File: src/common/ptf_pkg.sv
package ptf_pkg;

    // ------------------------------------------------------------
    // register map
    // ------------------------------------------------------------
    localparam logic [6:0] ADDR_INTERRUPT_TRIGGER_CONFIG = 7'h0b;
    localparam logic [6:0] ADDR_CONTROL_TWO = 7'h11;
    localparam logic [6:0] ADDR_CONTROL_THREE_IRQ_ROUTE = 7'h12;
    localparam logic [6:0] ADDR_BUFFER_CONTROL = 7'h14;
    localparam logic [6:0] ADDR_BUFFER_STATUS = 7'h26;
    localparam logic [6:0] ADDR_PRESSURE_OUT_LOW_BYTE = 7'h28;
    localparam logic [6:0] ADDR_PRESSURE_OUT_MID_BYTE = 7'h29;
    localparam logic [6:0] ADDR_PRESSURE_OUT_HIGH_BYTE = 7'h2a;
    localparam logic [6:0] ADDR_TEMPERATURE_OUT_LOW_BYTE = 7'h2b;
    localparam logic [6:0] ADDR_TEMPERATURE_OUT_HIGH_BYTE = 7'h2c;

    // ------------------------------------------------------------
    // field positions
    // ------------------------------------------------------------
    localparam int CTL2_BUFFER_ENABLE_BIT = 6;
    localparam int CTL2_STOP_AT_THRESHOLD_BIT = 5;
    localparam int CTL2_ADDR_INCREMENT_BIT = 4;
    localparam int CTL3_THRESHOLD_IRQ_ENABLE_BIT = 4;
    localparam int CTL3_OVERRUN_IRQ_ENABLE_BIT = 3;
    localparam int CTL3_DATA_READY_ROUTE_BIT = 2;
    localparam int BCTL_MODE_LSB = 5;
    localparam int STAT_THRESHOLD_BIT = 7;
    localparam int STAT_OVERRUN_BIT = 6;

    // ------------------------------------------------------------
    // reset values
    // ------------------------------------------------------------
    localparam logic [7:0] RST_INTERRUPT_TRIGGER_CONFIG = 8'h00;
    localparam logic [7:0] RST_CONTROL_TWO = 8'h10;
    localparam logic [7:0] RST_CONTROL_THREE_IRQ_ROUTE = 8'h00;
    localparam logic [7:0] RST_BUFFER_CONTROL = 8'h00;

    // ------------------------------------------------------------
    // buffer sizing and mode codes
    // ------------------------------------------------------------
    localparam int PTF_DEPTH = 32;
    localparam int PTF_PRESS_W = 24;
    localparam int PTF_TEMP_W = 16;
    localparam logic [2:0] MODE_BYPASS = 3'h0;
    localparam logic [2:0] MODE_FIFO = 3'h1;
    localparam logic [2:0] MODE_STREAM = 3'h2;
    localparam logic [2:0] MODE_STREAM_TO_FIFO = 3'h3;
    localparam logic [2:0] MODE_BYPASS_TO_STREAM = 3'h4;
    localparam logic [2:0] MODE_DYNAMIC_STREAM = 3'h6;
    localparam logic [2:0] MODE_BYPASS_TO_FIFO = 3'h7;

    // effective behaviour after trigger resolution, gray along bypass-fifo-stream-dynamic
    typedef enum logic [1:0] {
        PTF_EFF_BYPASS = 2'b00,
        PTF_EFF_FIFO = 2'b01,
        PTF_EFF_STREAM = 2'b11,
        PTF_EFF_DYNAMIC = 2'b10
    } ptf_eff_mode_t;

endpackage

File: src/logic/ptf_sample_fifo.sv
`timescale 1ns/1ps
// Behaviour
// - buffer of 32 entries, 40 bits each
// - enable bit gates buffer, mode field selects
// - threshold flag when count reaches nonzero watermark
// - overrun flag set when occupied entry overwritten
// - six-bit unread count, 32 means full
// - bypass keeps buffer empty, output overwritten
// - writing bypass clears buffer, fifo restarts
// - fifo mode stores until full, then stops
// - depth 32, or watermark plus one
// - fifo mode stops accepting at threshold when threshold interrupt enabled
// - stream mode keeps accepting, drops oldest
// - stream keeps last read entry, count 0 to 2
// - stream overrun overwrites oldest, raises interrupt
// - dynamic stream counts only new samples
// - code 011 fifo when triggered, else stream
// - code 100 stream when triggered, else bypass
// - code 111 fifo when triggered, else bypass
// - read pops oldest, address wraps 2ch to 28h
// - pressure bytes 28h to 2ah, two's complement
// - data ready flags each new output set
// - sub-address auto-increments when increment bit set
module ptf_sample_fifo
    import ptf_pkg::*;
#(
    parameter int DEPTH = PTF_DEPTH,
    parameter int PRESS_W = PTF_PRESS_W,
    parameter int TEMP_W = PTF_TEMP_W
) (
    input wire logic clk,
    input wire logic arst_n,
    input wire logic clk_en,
    // measurement side
    input wire logic sample_valid,
    input wire logic [PRESS_W-1:0] sample_press,
    input wire logic [TEMP_W-1:0] sample_temp,
    input wire logic interrupt_active_flag,
    // register access from the serial front end
    input wire logic reg_start,
    input wire logic [6:0] reg_addr,
    input wire logic reg_wr,
    input wire logic [7:0] reg_wdata,
    input wire logic reg_rd,
    output logic [7:0] reg_rdata,
    // status outputs
    output logic data_ready,
    output logic interrupt_data_ready_pad
);

    localparam int WORD_W = PRESS_W + TEMP_W;
    localparam int PTR_W = $clog2(DEPTH);
    localparam int CNT_W = PTR_W + 1;

    // ------------------------------------------------------------
    // helper functions
    // ------------------------------------------------------------
    // resolve mode code and trigger flag into what the buffer does
    function automatic ptf_eff_mode_t resolve_mode(input logic en, input logic [2:0] code, input logic trig);
        ptf_eff_mode_t m;
        m = PTF_EFF_BYPASS;
        if (en) begin
            case (code)
                MODE_BYPASS: m = PTF_EFF_BYPASS;
                MODE_FIFO: m = PTF_EFF_FIFO;
                MODE_STREAM: m = PTF_EFF_STREAM;
                MODE_DYNAMIC_STREAM: m = PTF_EFF_DYNAMIC;
                MODE_STREAM_TO_FIFO: m = trig ? PTF_EFF_FIFO : PTF_EFF_STREAM;
                MODE_BYPASS_TO_STREAM: m = trig ? PTF_EFF_STREAM : PTF_EFF_BYPASS;
                MODE_BYPASS_TO_FIFO: m = trig ? PTF_EFF_FIFO : PTF_EFF_BYPASS;
                default: m = PTF_EFF_BYPASS;
            endcase
        end
        return m;
    endfunction

    // next register address, wrapping inside the output window
    function automatic logic [6:0] advance_addr(input logic [6:0] a);
        logic [6:0] n;
        n = a + 7'h01;
        if (a == ADDR_TEMPERATURE_OUT_HIGH_BYTE) begin
            n = ADDR_PRESSURE_OUT_LOW_BYTE;
        end
        return n;
    endfunction

    // ------------------------------------------------------------
    // storage
    // ------------------------------------------------------------
    logic [WORD_W-1:0] mem [DEPTH];
    logic [PTR_W-1:0] rd_ptr;
    logic [PTR_W-1:0] wr_ptr;
    logic [CNT_W-1:0] count;
    logic kept_entry;
    logic overrun_flag;
    logic [WORD_W-1:0] bypass_word;

    // control registers
    logic [7:0] interrupt_trigger_config;
    logic [7:0] control_two;
    logic [7:0] control_three_irq_route;
    logic [7:0] buffer_control;
    logic [6:0] sub_addr;

    // ------------------------------------------------------------
    // decoded controls
    // ------------------------------------------------------------
    ptf_eff_mode_t eff_mode;
    logic [2:0] buffer_mode_code;
    logic [4:0] watermark_level;
    logic stop_at_threshold;
    logic addr_increment;
    logic overrun_irq_enable;
    logic threshold_irq_enable;
    logic data_ready_route;
    logic buffer_active;
    logic [CNT_W-1:0] usable_depth;
    logic buffer_full;
    logic threshold_reached_flag;
    logic [5:0] unread_sample_count;

    assign buffer_mode_code = buffer_control[BCTL_MODE_LSB +: 3];
    assign watermark_level = buffer_control[4:0];
    assign stop_at_threshold = control_two[CTL2_STOP_AT_THRESHOLD_BIT];
    assign addr_increment = control_two[CTL2_ADDR_INCREMENT_BIT];
    assign overrun_irq_enable = control_three_irq_route[CTL3_OVERRUN_IRQ_ENABLE_BIT];
    assign threshold_irq_enable = control_three_irq_route[CTL3_THRESHOLD_IRQ_ENABLE_BIT];
    assign data_ready_route = control_three_irq_route[CTL3_DATA_READY_ROUTE_BIT];
    assign eff_mode = resolve_mode(control_two[CTL2_BUFFER_ENABLE_BIT], buffer_mode_code, interrupt_active_flag);
    assign buffer_active = (eff_mode != PTF_EFF_BYPASS);

    // watermark plus one caps the depth when asked to stop there
    assign usable_depth = stop_at_threshold ? (CNT_W'(watermark_level) + CNT_W'(1)) : CNT_W'(DEPTH);
    assign buffer_full = (count >= usable_depth);
    // a zero watermark never reports a threshold
    assign threshold_reached_flag = (watermark_level != 5'h00) && (count >= CNT_W'(watermark_level));
    assign unread_sample_count = 6'(count);

    // ------------------------------------------------------------
    // push and pop decisions
    // ------------------------------------------------------------
    logic reg_read_access;
    logic reg_write_access;
    logic pop_req;
    logic fifo_accept;
    logic do_push;
    logic do_pop;
    logic do_overwrite;

    assign reg_read_access = reg_rd && !reg_start;
    assign reg_write_access = reg_wr && !reg_start;
    // the last byte of the output set marks the whole set as consumed
    assign pop_req = reg_read_access && (sub_addr == ADDR_TEMPERATURE_OUT_HIGH_BYTE);
    assign do_pop = pop_req && buffer_active && (count != '0);

    // fifo mode refuses once full or once the threshold interrupt has fired
    always_comb begin
        fifo_accept = 1'b1;
        case (eff_mode)
            PTF_EFF_FIFO: fifo_accept = !buffer_full
                && !(threshold_irq_enable && threshold_reached_flag);
            PTF_EFF_STREAM: fifo_accept = 1'b1;
            PTF_EFF_DYNAMIC: fifo_accept = 1'b1;
            PTF_EFF_BYPASS: fifo_accept = 1'b0;
            default: fifo_accept = 1'b0;
        endcase
    end

    assign do_push = sample_valid && buffer_active && fifo_accept;
    // a simultaneous pop frees the slot, so nothing is overwritten then
    assign do_overwrite = do_push && buffer_full && !do_pop;

    // ------------------------------------------------------------
    // pointer and count update
    // ------------------------------------------------------------
    logic [PTR_W-1:0] next_rd_ptr;
    logic [PTR_W-1:0] next_wr_ptr;
    logic [CNT_W-1:0] next_count;
    logic next_kept_entry;

    always_comb begin
        next_rd_ptr = rd_ptr;
        next_wr_ptr = wr_ptr;
        next_count = count;
        next_kept_entry = kept_entry;
        if (do_pop) begin
            if (eff_mode == PTF_EFF_STREAM && count == CNT_W'(1)) begin
                next_kept_entry = 1'b1;
            end else begin
                next_rd_ptr = rd_ptr + PTR_W'(1);
            end
            next_count = count - CNT_W'(1);
        end
        if (do_push) begin
            next_wr_ptr = wr_ptr + PTR_W'(1);
            if (do_overwrite) begin
                next_rd_ptr = next_rd_ptr + PTR_W'(1);
            end else if (next_kept_entry) begin
                // the retained entry is counted again with the new one
                next_count = CNT_W'(2);
                next_kept_entry = 1'b0;
            end else begin
                next_count = next_count + CNT_W'(1);
            end
        end
    end

    // pointers, count and the retained-entry marker; bypass holds them cleared
    always_ff @(posedge clk or negedge arst_n) begin
        if (!arst_n) begin
            rd_ptr <= '0;
            wr_ptr <= '0;
            count <= '0;
            kept_entry <= 1'b0;
        end else if (clk_en) begin
            if (!buffer_active) begin
                rd_ptr <= '0;
                wr_ptr <= '0;
                count <= '0;
                kept_entry <= 1'b0;
            end else begin
                rd_ptr <= next_rd_ptr;
                wr_ptr <= next_wr_ptr;
                count <= next_count;
                kept_entry <= next_kept_entry;
            end
        end
    end

    // sample storage, no reset so it maps onto plain ram
    always_ff @(posedge clk) begin
        if (clk_en && do_push) begin
            mem[wr_ptr] <= {sample_press, sample_temp};
        end
    end

    // overrun: set wins over the clear from a pop or a flush
    always_ff @(posedge clk or negedge arst_n) begin
        if (!arst_n) begin
            overrun_flag <= 1'b0;
        end else if (clk_en) begin
            if (do_overwrite) begin
                overrun_flag <= 1'b1;
            end else if (do_pop || !buffer_active) begin
                overrun_flag <= 1'b0;
            end
        end
    end

    // bypass path: only one location, each sample replaces the last
    always_ff @(posedge clk or negedge arst_n) begin
        if (!arst_n) begin
            bypass_word <= '0;
        end else if (clk_en && sample_valid) begin
            bypass_word <= {sample_press, sample_temp};
        end
    end

    // ------------------------------------------------------------
    // register writes and sub-address pointer
    // ------------------------------------------------------------
    always_ff @(posedge clk or negedge arst_n) begin
        if (!arst_n) begin
            interrupt_trigger_config <= RST_INTERRUPT_TRIGGER_CONFIG;
            control_two <= RST_CONTROL_TWO;
            control_three_irq_route <= RST_CONTROL_THREE_IRQ_ROUTE;
            buffer_control <= RST_BUFFER_CONTROL;
        end else if (clk_en && reg_write_access) begin
            case (sub_addr)
                ADDR_INTERRUPT_TRIGGER_CONFIG: interrupt_trigger_config <= reg_wdata;
                ADDR_CONTROL_TWO: control_two <= reg_wdata;
                ADDR_CONTROL_THREE_IRQ_ROUTE: control_three_irq_route <= reg_wdata;
                ADDR_BUFFER_CONTROL: buffer_control <= reg_wdata;
                default: ;
            endcase
        end
    end

    // start loads the address; each byte access then steps it if enabled
    always_ff @(posedge clk or negedge arst_n) begin
        if (!arst_n) begin
            sub_addr <= '0;
        end else if (clk_en) begin
            if (reg_start) begin
                sub_addr <= reg_addr;
            end else if ((reg_read_access || reg_write_access) && addr_increment) begin
                sub_addr <= advance_addr(sub_addr);
            end
        end
    end

    // ------------------------------------------------------------
    // read data
    // ------------------------------------------------------------
    logic [WORD_W-1:0] head_word;
    logic [PRESS_W-1:0] head_press;
    logic [TEMP_W-1:0] head_temp;
    logic [7:0] read_mux;

    // oldest stored entry while buffering, latest sample otherwise
    assign head_word = buffer_active ? mem[rd_ptr] : bypass_word;
    assign head_press = head_word[WORD_W-1 -: PRESS_W];
    assign head_temp = head_word[TEMP_W-1:0];

    always_comb begin
        read_mux = 8'h00;
        case (sub_addr)
            ADDR_INTERRUPT_TRIGGER_CONFIG: read_mux = interrupt_trigger_config;
            ADDR_CONTROL_TWO: read_mux = control_two;
            ADDR_CONTROL_THREE_IRQ_ROUTE: read_mux = control_three_irq_route;
            ADDR_BUFFER_CONTROL: read_mux = buffer_control;
            ADDR_BUFFER_STATUS: read_mux = {threshold_reached_flag, overrun_flag, unread_sample_count};
            ADDR_PRESSURE_OUT_LOW_BYTE: read_mux = head_press[7:0];
            ADDR_PRESSURE_OUT_MID_BYTE: read_mux = head_press[15:8];
            ADDR_PRESSURE_OUT_HIGH_BYTE: read_mux = head_press[23:16];
            ADDR_TEMPERATURE_OUT_LOW_BYTE: read_mux = head_temp[7:0];
            ADDR_TEMPERATURE_OUT_HIGH_BYTE: read_mux = head_temp[15:8];
            default: read_mux = 8'h00;
        endcase
    end

    // read byte is held until the next read access
    always_ff @(posedge clk or negedge arst_n) begin
        if (!arst_n) begin
            reg_rdata <= 8'h00;
        end else if (clk_en && reg_read_access) begin
            reg_rdata <= read_mux;
        end
    end

    // ------------------------------------------------------------
    // data ready and interrupt pad
    // ------------------------------------------------------------
    // a new set beats the clear from reading the last output byte
    always_ff @(posedge clk or negedge arst_n) begin
        if (!arst_n) begin
            data_ready <= 1'b0;
        end else if (clk_en) begin
            if (sample_valid) begin
                data_ready <= 1'b1;
            end else if (pop_req) begin
                data_ready <= 1'b0;
            end
        end
    end

    // pad ors the routed sources; registered so the pin never glitches
    always_ff @(posedge clk or negedge arst_n) begin
        if (!arst_n) begin
            interrupt_data_ready_pad <= 1'b0;
        end else if (clk_en) begin
            interrupt_data_ready_pad <= (data_ready_route && data_ready)
                || (overrun_irq_enable && overrun_flag)
                || (threshold_irq_enable && threshold_reached_flag);
        end
    end

endmodule

File: config.mk
export PLATFORM = sky130hd
export DESIGN_NAME = ptf_sample_fifo
export DESIGN_NICKNAME = d
export VERILOG_FILES = /design/src/common/ptf_pkg.sv /design/src/logic/ptf_sample_fifo.sv
export SDC_FILE = /design/constraint.sdc
export NUM_CORES = 1
export LEC_CHECK = 0
export BUFFER_PORTS_ARGS = -buffer_cell sky130_fd_sc_hd__buf_4
export CAP_MARGIN = 20
export CORE_ASPECT_RATIO = 1.1
export CORE_MARGIN = 2
export CORE_UTILIZATION = 41
export DETAILED_ROUTE_END_ITERATION = 10
export PLACE_DENSITY = 0.55
export SLEW_MARGIN = 25
export SYNTH_ARGS = -nofsm -noshare
export SYNTH_HDL_FRONTEND = slang
export SYNTH_SLANG_ARGS = --single-unit
File: constraint.sdc
create_clock -name clk -period 6.45 [get_ports clk]
set_input_delay 0.9675 -clock clk [delete_from_list [all_inputs] [get_ports clk]]
set_output_delay 0.9675 -clock clk [all_outputs]
set_load 0.02 [all_outputs]
==> results.json <==
{
  "areaGrowthSynthToFinish_pct": 14.5,
  "async_reset_ff_share_pct": 7.71,
  "gr-total-overflow": 0,
  "htree_levels": 4,
  "crit_path_start_kind": "flop",
  "via_count": 29300,
  "synthDistinctLibCells": 81,
  "hold_buffers": 0,
  "synthFlopType": "edfxtp_1",
  "grt_start_max_net_pins": 90,
  "synth_cells": 2767,
  "fin_area_um2": 62900,
  "rows": 140,
  "holdCritPathClass": "in -> async",
  "drv_cap": 0,
  "setup-tns-final_ns": 0,
  "ys_ff_latch": 1387,
  "gp_congestion": 0.851,
  "critPathKind": "reg -> reg",
  "min_period_ns": 4.31,
  "p_per_area_nw_per_um2": 302,
  "path_cells": "ha_1, xor2_1, nand2_1, ha_1, a21oi_1, o21ai_0, a41oi_1, o2111ai_1, nand2_1, nand3_1, buf_4, nor2_4, buf_4",
  "root_buffer": "clkbuf_16",
  "status": "finished clean",
  "end_kind": "flop",
  "sw_frac_of_total_pct": 21.6,
  "grt_pass1_vias": 29500,
  "io_pins": 73,
  "cts.sink_count": 1387,
  "yosysSeqAreaShare_pct": 74.9,
  "startpoint": "buffer_control[0]",
  "die_height_um": 388,
  "cts_buffers": 143,
  "wl_um": 164000,
  "setup_violations": 0,
  "via_per_inst": 6.07,
  "fill_cells": 11000,
  "p_int_uw": 14900,
  "tightest_slew_ns": 1.11,
  "r2r_start": "buffer_control[0]",
  "antenna_left": 0,
  "synth_nets": 2857,
  "grt_use_met2_pct": 38.0,
  "drive_gt1_share_pct": 26.4,
  "avgSynthCellArea_um2": 19.8,
  "multiInputGateArea_um2": 13100,
  "place_area_um2": 58100,
  "leakage_uw": 0.0198,
  "critPathSlowestCell": "nor2_4",
  "p_seq_share_pct": 52.6,
  "fin_nets": 3030,
  "drt_iter0_drc": 3766,
  "drc_errors": 0,
  "worstPathArrival_ns": 4.77,
  "port_buffers": 72,
  "fin_crit_sh_pct": 66.8,
  "netlist_area_um2": 54900,
  "fp.dieW_um": 353,
  "synth_top_area_share_pct": 70.0,
  "yosysTopAreaCell": "edfxtp_1",
  "irDropWorstVdd_uv": 252,
  "cts_tree": "yes",
  "cts_max_path_buffers": 3,
  "power.switching_uw": 4090,
  "antenna_found_initial": 7,
  "max_slew_margin_pct": 26.1,
  "synth-edff-count": 1280,
  "fmax_mhz": 232,
  "busiest_layer": "met2",
  "grt_setup_unrepaired": "false",
  "synthTopCellsByArea": "edfxtp_1 70%, mux4_2 11%, dfrtp_1 4.8%",
  "regArea_um2": 41100,
  "required_ns": 6.92,
  "met3_usage_pct": 4.09,
  "coreArea_um2": 133000,
  "grt_pass1_wl_um": 231000,
  "track_usage_pct": 23.9,
  "slowest_delay_ns": 0.70,
  "cts_resized": 0,
  "clk_latency_ns": 0.79,
  "dieArea_um2": 137000,
  "crit_fanout": 18,
  "clkPwrFrac_pct": 44.1,
  "combPwrFrac_pct": 3.3,
  "use_met1_pct": 33.5,
  "hold_viol_final": 0,
  "routedWlPerCell_um": 33.9,
  "finClkSkew_ns": 0.0311,
  "post_cts_buffers": 0,
  "drt_first_pass_iters": 8,
  "start_util_pct": 41.4,
  "hpwl_um": 101000,
  "yosys_warnings": 0,
  "maxSlewViolCount": 0,
  "clk_pin_slew_ns": 0.06
}
cell usage in the layout (no fill, tap or decap), types with 24 or more instances in the layout:
master and count:
buf_4 172, clkbuf_16 144, a22oi_1 73, mux2i_1 93, ha_1 27, edfxtp_1 1280
nor2_1 76, clkbuf_1 31, o21ai_0 54, o22ai_1 33, nand3_1 37, clkinv_2 24
mux2_2 74, mux4_2 278, nor2_4 34, nand2_1 78, dfrtp_1 102, a21oi_1 51
power by group through the flow:
stage / Clock (uW) / Combinational, uW / Sequential (uW)
2_1_floorplan: 0 / 261 / 10100
3_3_place_gp: 0 / 614 / 10200
3_5_place_dp: 0 / 628 / 10200
4_1_cts: 8510 / 630 / 9970
5_1_grt: 8850 / 669 / 9980
6_report: 8360 / 631 / 9980
sequential cells by signal, summed over array words and instances (netlist names):
name	cells
control_three_irq_route	8
control_two	8
rd_ptr	5
interrupt_trigger_config	8
buffer_control	8
reg_rdata	8
bypass_word	40
mem	1280
wr_ptr	5
sub_addr	7
kept_entry	1
overrun_flag	1
interrupt_data_ready_pad	1
count	6
data_ready	1
metrics by stage:
step,power (uW),util [%],setup slack (ns),std cells,hold WS [ns]
after floorplan,10400,-,1.85,2767,0.474
after global placement,10800,43.8,2.04,4569,0.485
after detailed placement,10800,43.8,2.09,4570,0.493
after CTS,19100,47.4,2.06,4830,0.242
after global routing,19500,47.4,1.88,4830,0.302
final,19000,47.4,2.14,4831,0.276
per-layer routing:
layer  share of wire [%]  routed length (um)
met1                  41               67500
met2                  48               78300
met3                 7.6               12500
met5                   0                   0
met4                 3.3                5450
cells in the mapped netlist, types with 4 or more instances:
library cell / count
and2_1: 8
ha_1: 27
o221ai_1: 4
or3_1: 7
nand4_1: 16
xnor2_1: 8
nor2_1: 112
a311oi_1: 4
a222oi_1: 14
and3_1: 14
a31oi_1: 8
inv_1: 22
nand3_1: 37
edfxtp_1: 1280
mux4_2: 278
dfrtp_1: 106
o21ai_0: 54
buf_6: 16
a22oi_1: 73
o211ai_1: 6
a221o_1: 4
nand2_1: 79
a21oi_1: 51
a211oi_1: 7
a22o_1: 15
buf_4: 21
mux2_2: 74
a2111oi_0: 9
buf_2: 24
o31ai_1: 5
clkbuf_1: 78
buf_1: 16
o2111ai_1: 6
o22ai_1: 33
a221oi_1: 23
nor4b_1: 4
or2_2: 4
a21o_1: 5
mux4_1: 5
nor2b_1: 15
nor4_1: 17
mux2i_1: 93
nor3_1: 20
logic make-up after synthesis:
| family | Yosys count | synth area share, % |
|---|---|---|
| flip-flops | 1387 | 74.9 |
| multiplexers | 450 | 14.9 |
| AO/OA/AOI/OAI | 356 | 4.60 |
| AND/OR/NAND/NOR | 356 | 3.17 |
| buffers and inverters | 181 | 1.68 |
| adder cells (fa/ha/maj) | 27 | 0.615 |
| XOR/XNOR | 10 | 0.160 |
final cells by class:
class / instances / share of cell area, %
tap: 1775 / 3.53
inverter: 25 / 0.149
clock buffer: 177 / 5.96
clock inverter: 83 / 1.59
sequential: 1387 / 65.4
multi-input combinational: 1199 / 20.9
timing repair buffer: 184 / 2.45
antenna: 1 / 0.00398
critical path: cells and delay by family (launching register included):
kind / cells / cell delay [ns]
buffers and inverters: 2 / 0.63
AO/OA/AOI/OAI: 4 / 0.94
adder cells (fa/ha/maj): 2 / 0.57
flip-flops: 1 / 0.45
AND/OR/NAND/NOR: 4 / 1.25
XOR/XNOR: 1 / 0.13
path summary, 6_finish.rpt:
kind / cells past startpoint / to / slack (ns)
setup / recovery: 13 / mem[21][20] / 2.14
hold / removal: 1 / reg_rdata[5] / 0.28
setup reg to reg: 13 / mem[21][20] / 2.14
hold reg to reg: 1 / bypass_word[23] / 0.51
max in group asynchronous: 2 / rd_ptr[0] / 4.73
min in group clk: 3 / control_three_irq_route[4] / 0.43
Power figures use the tool's default switching activity.
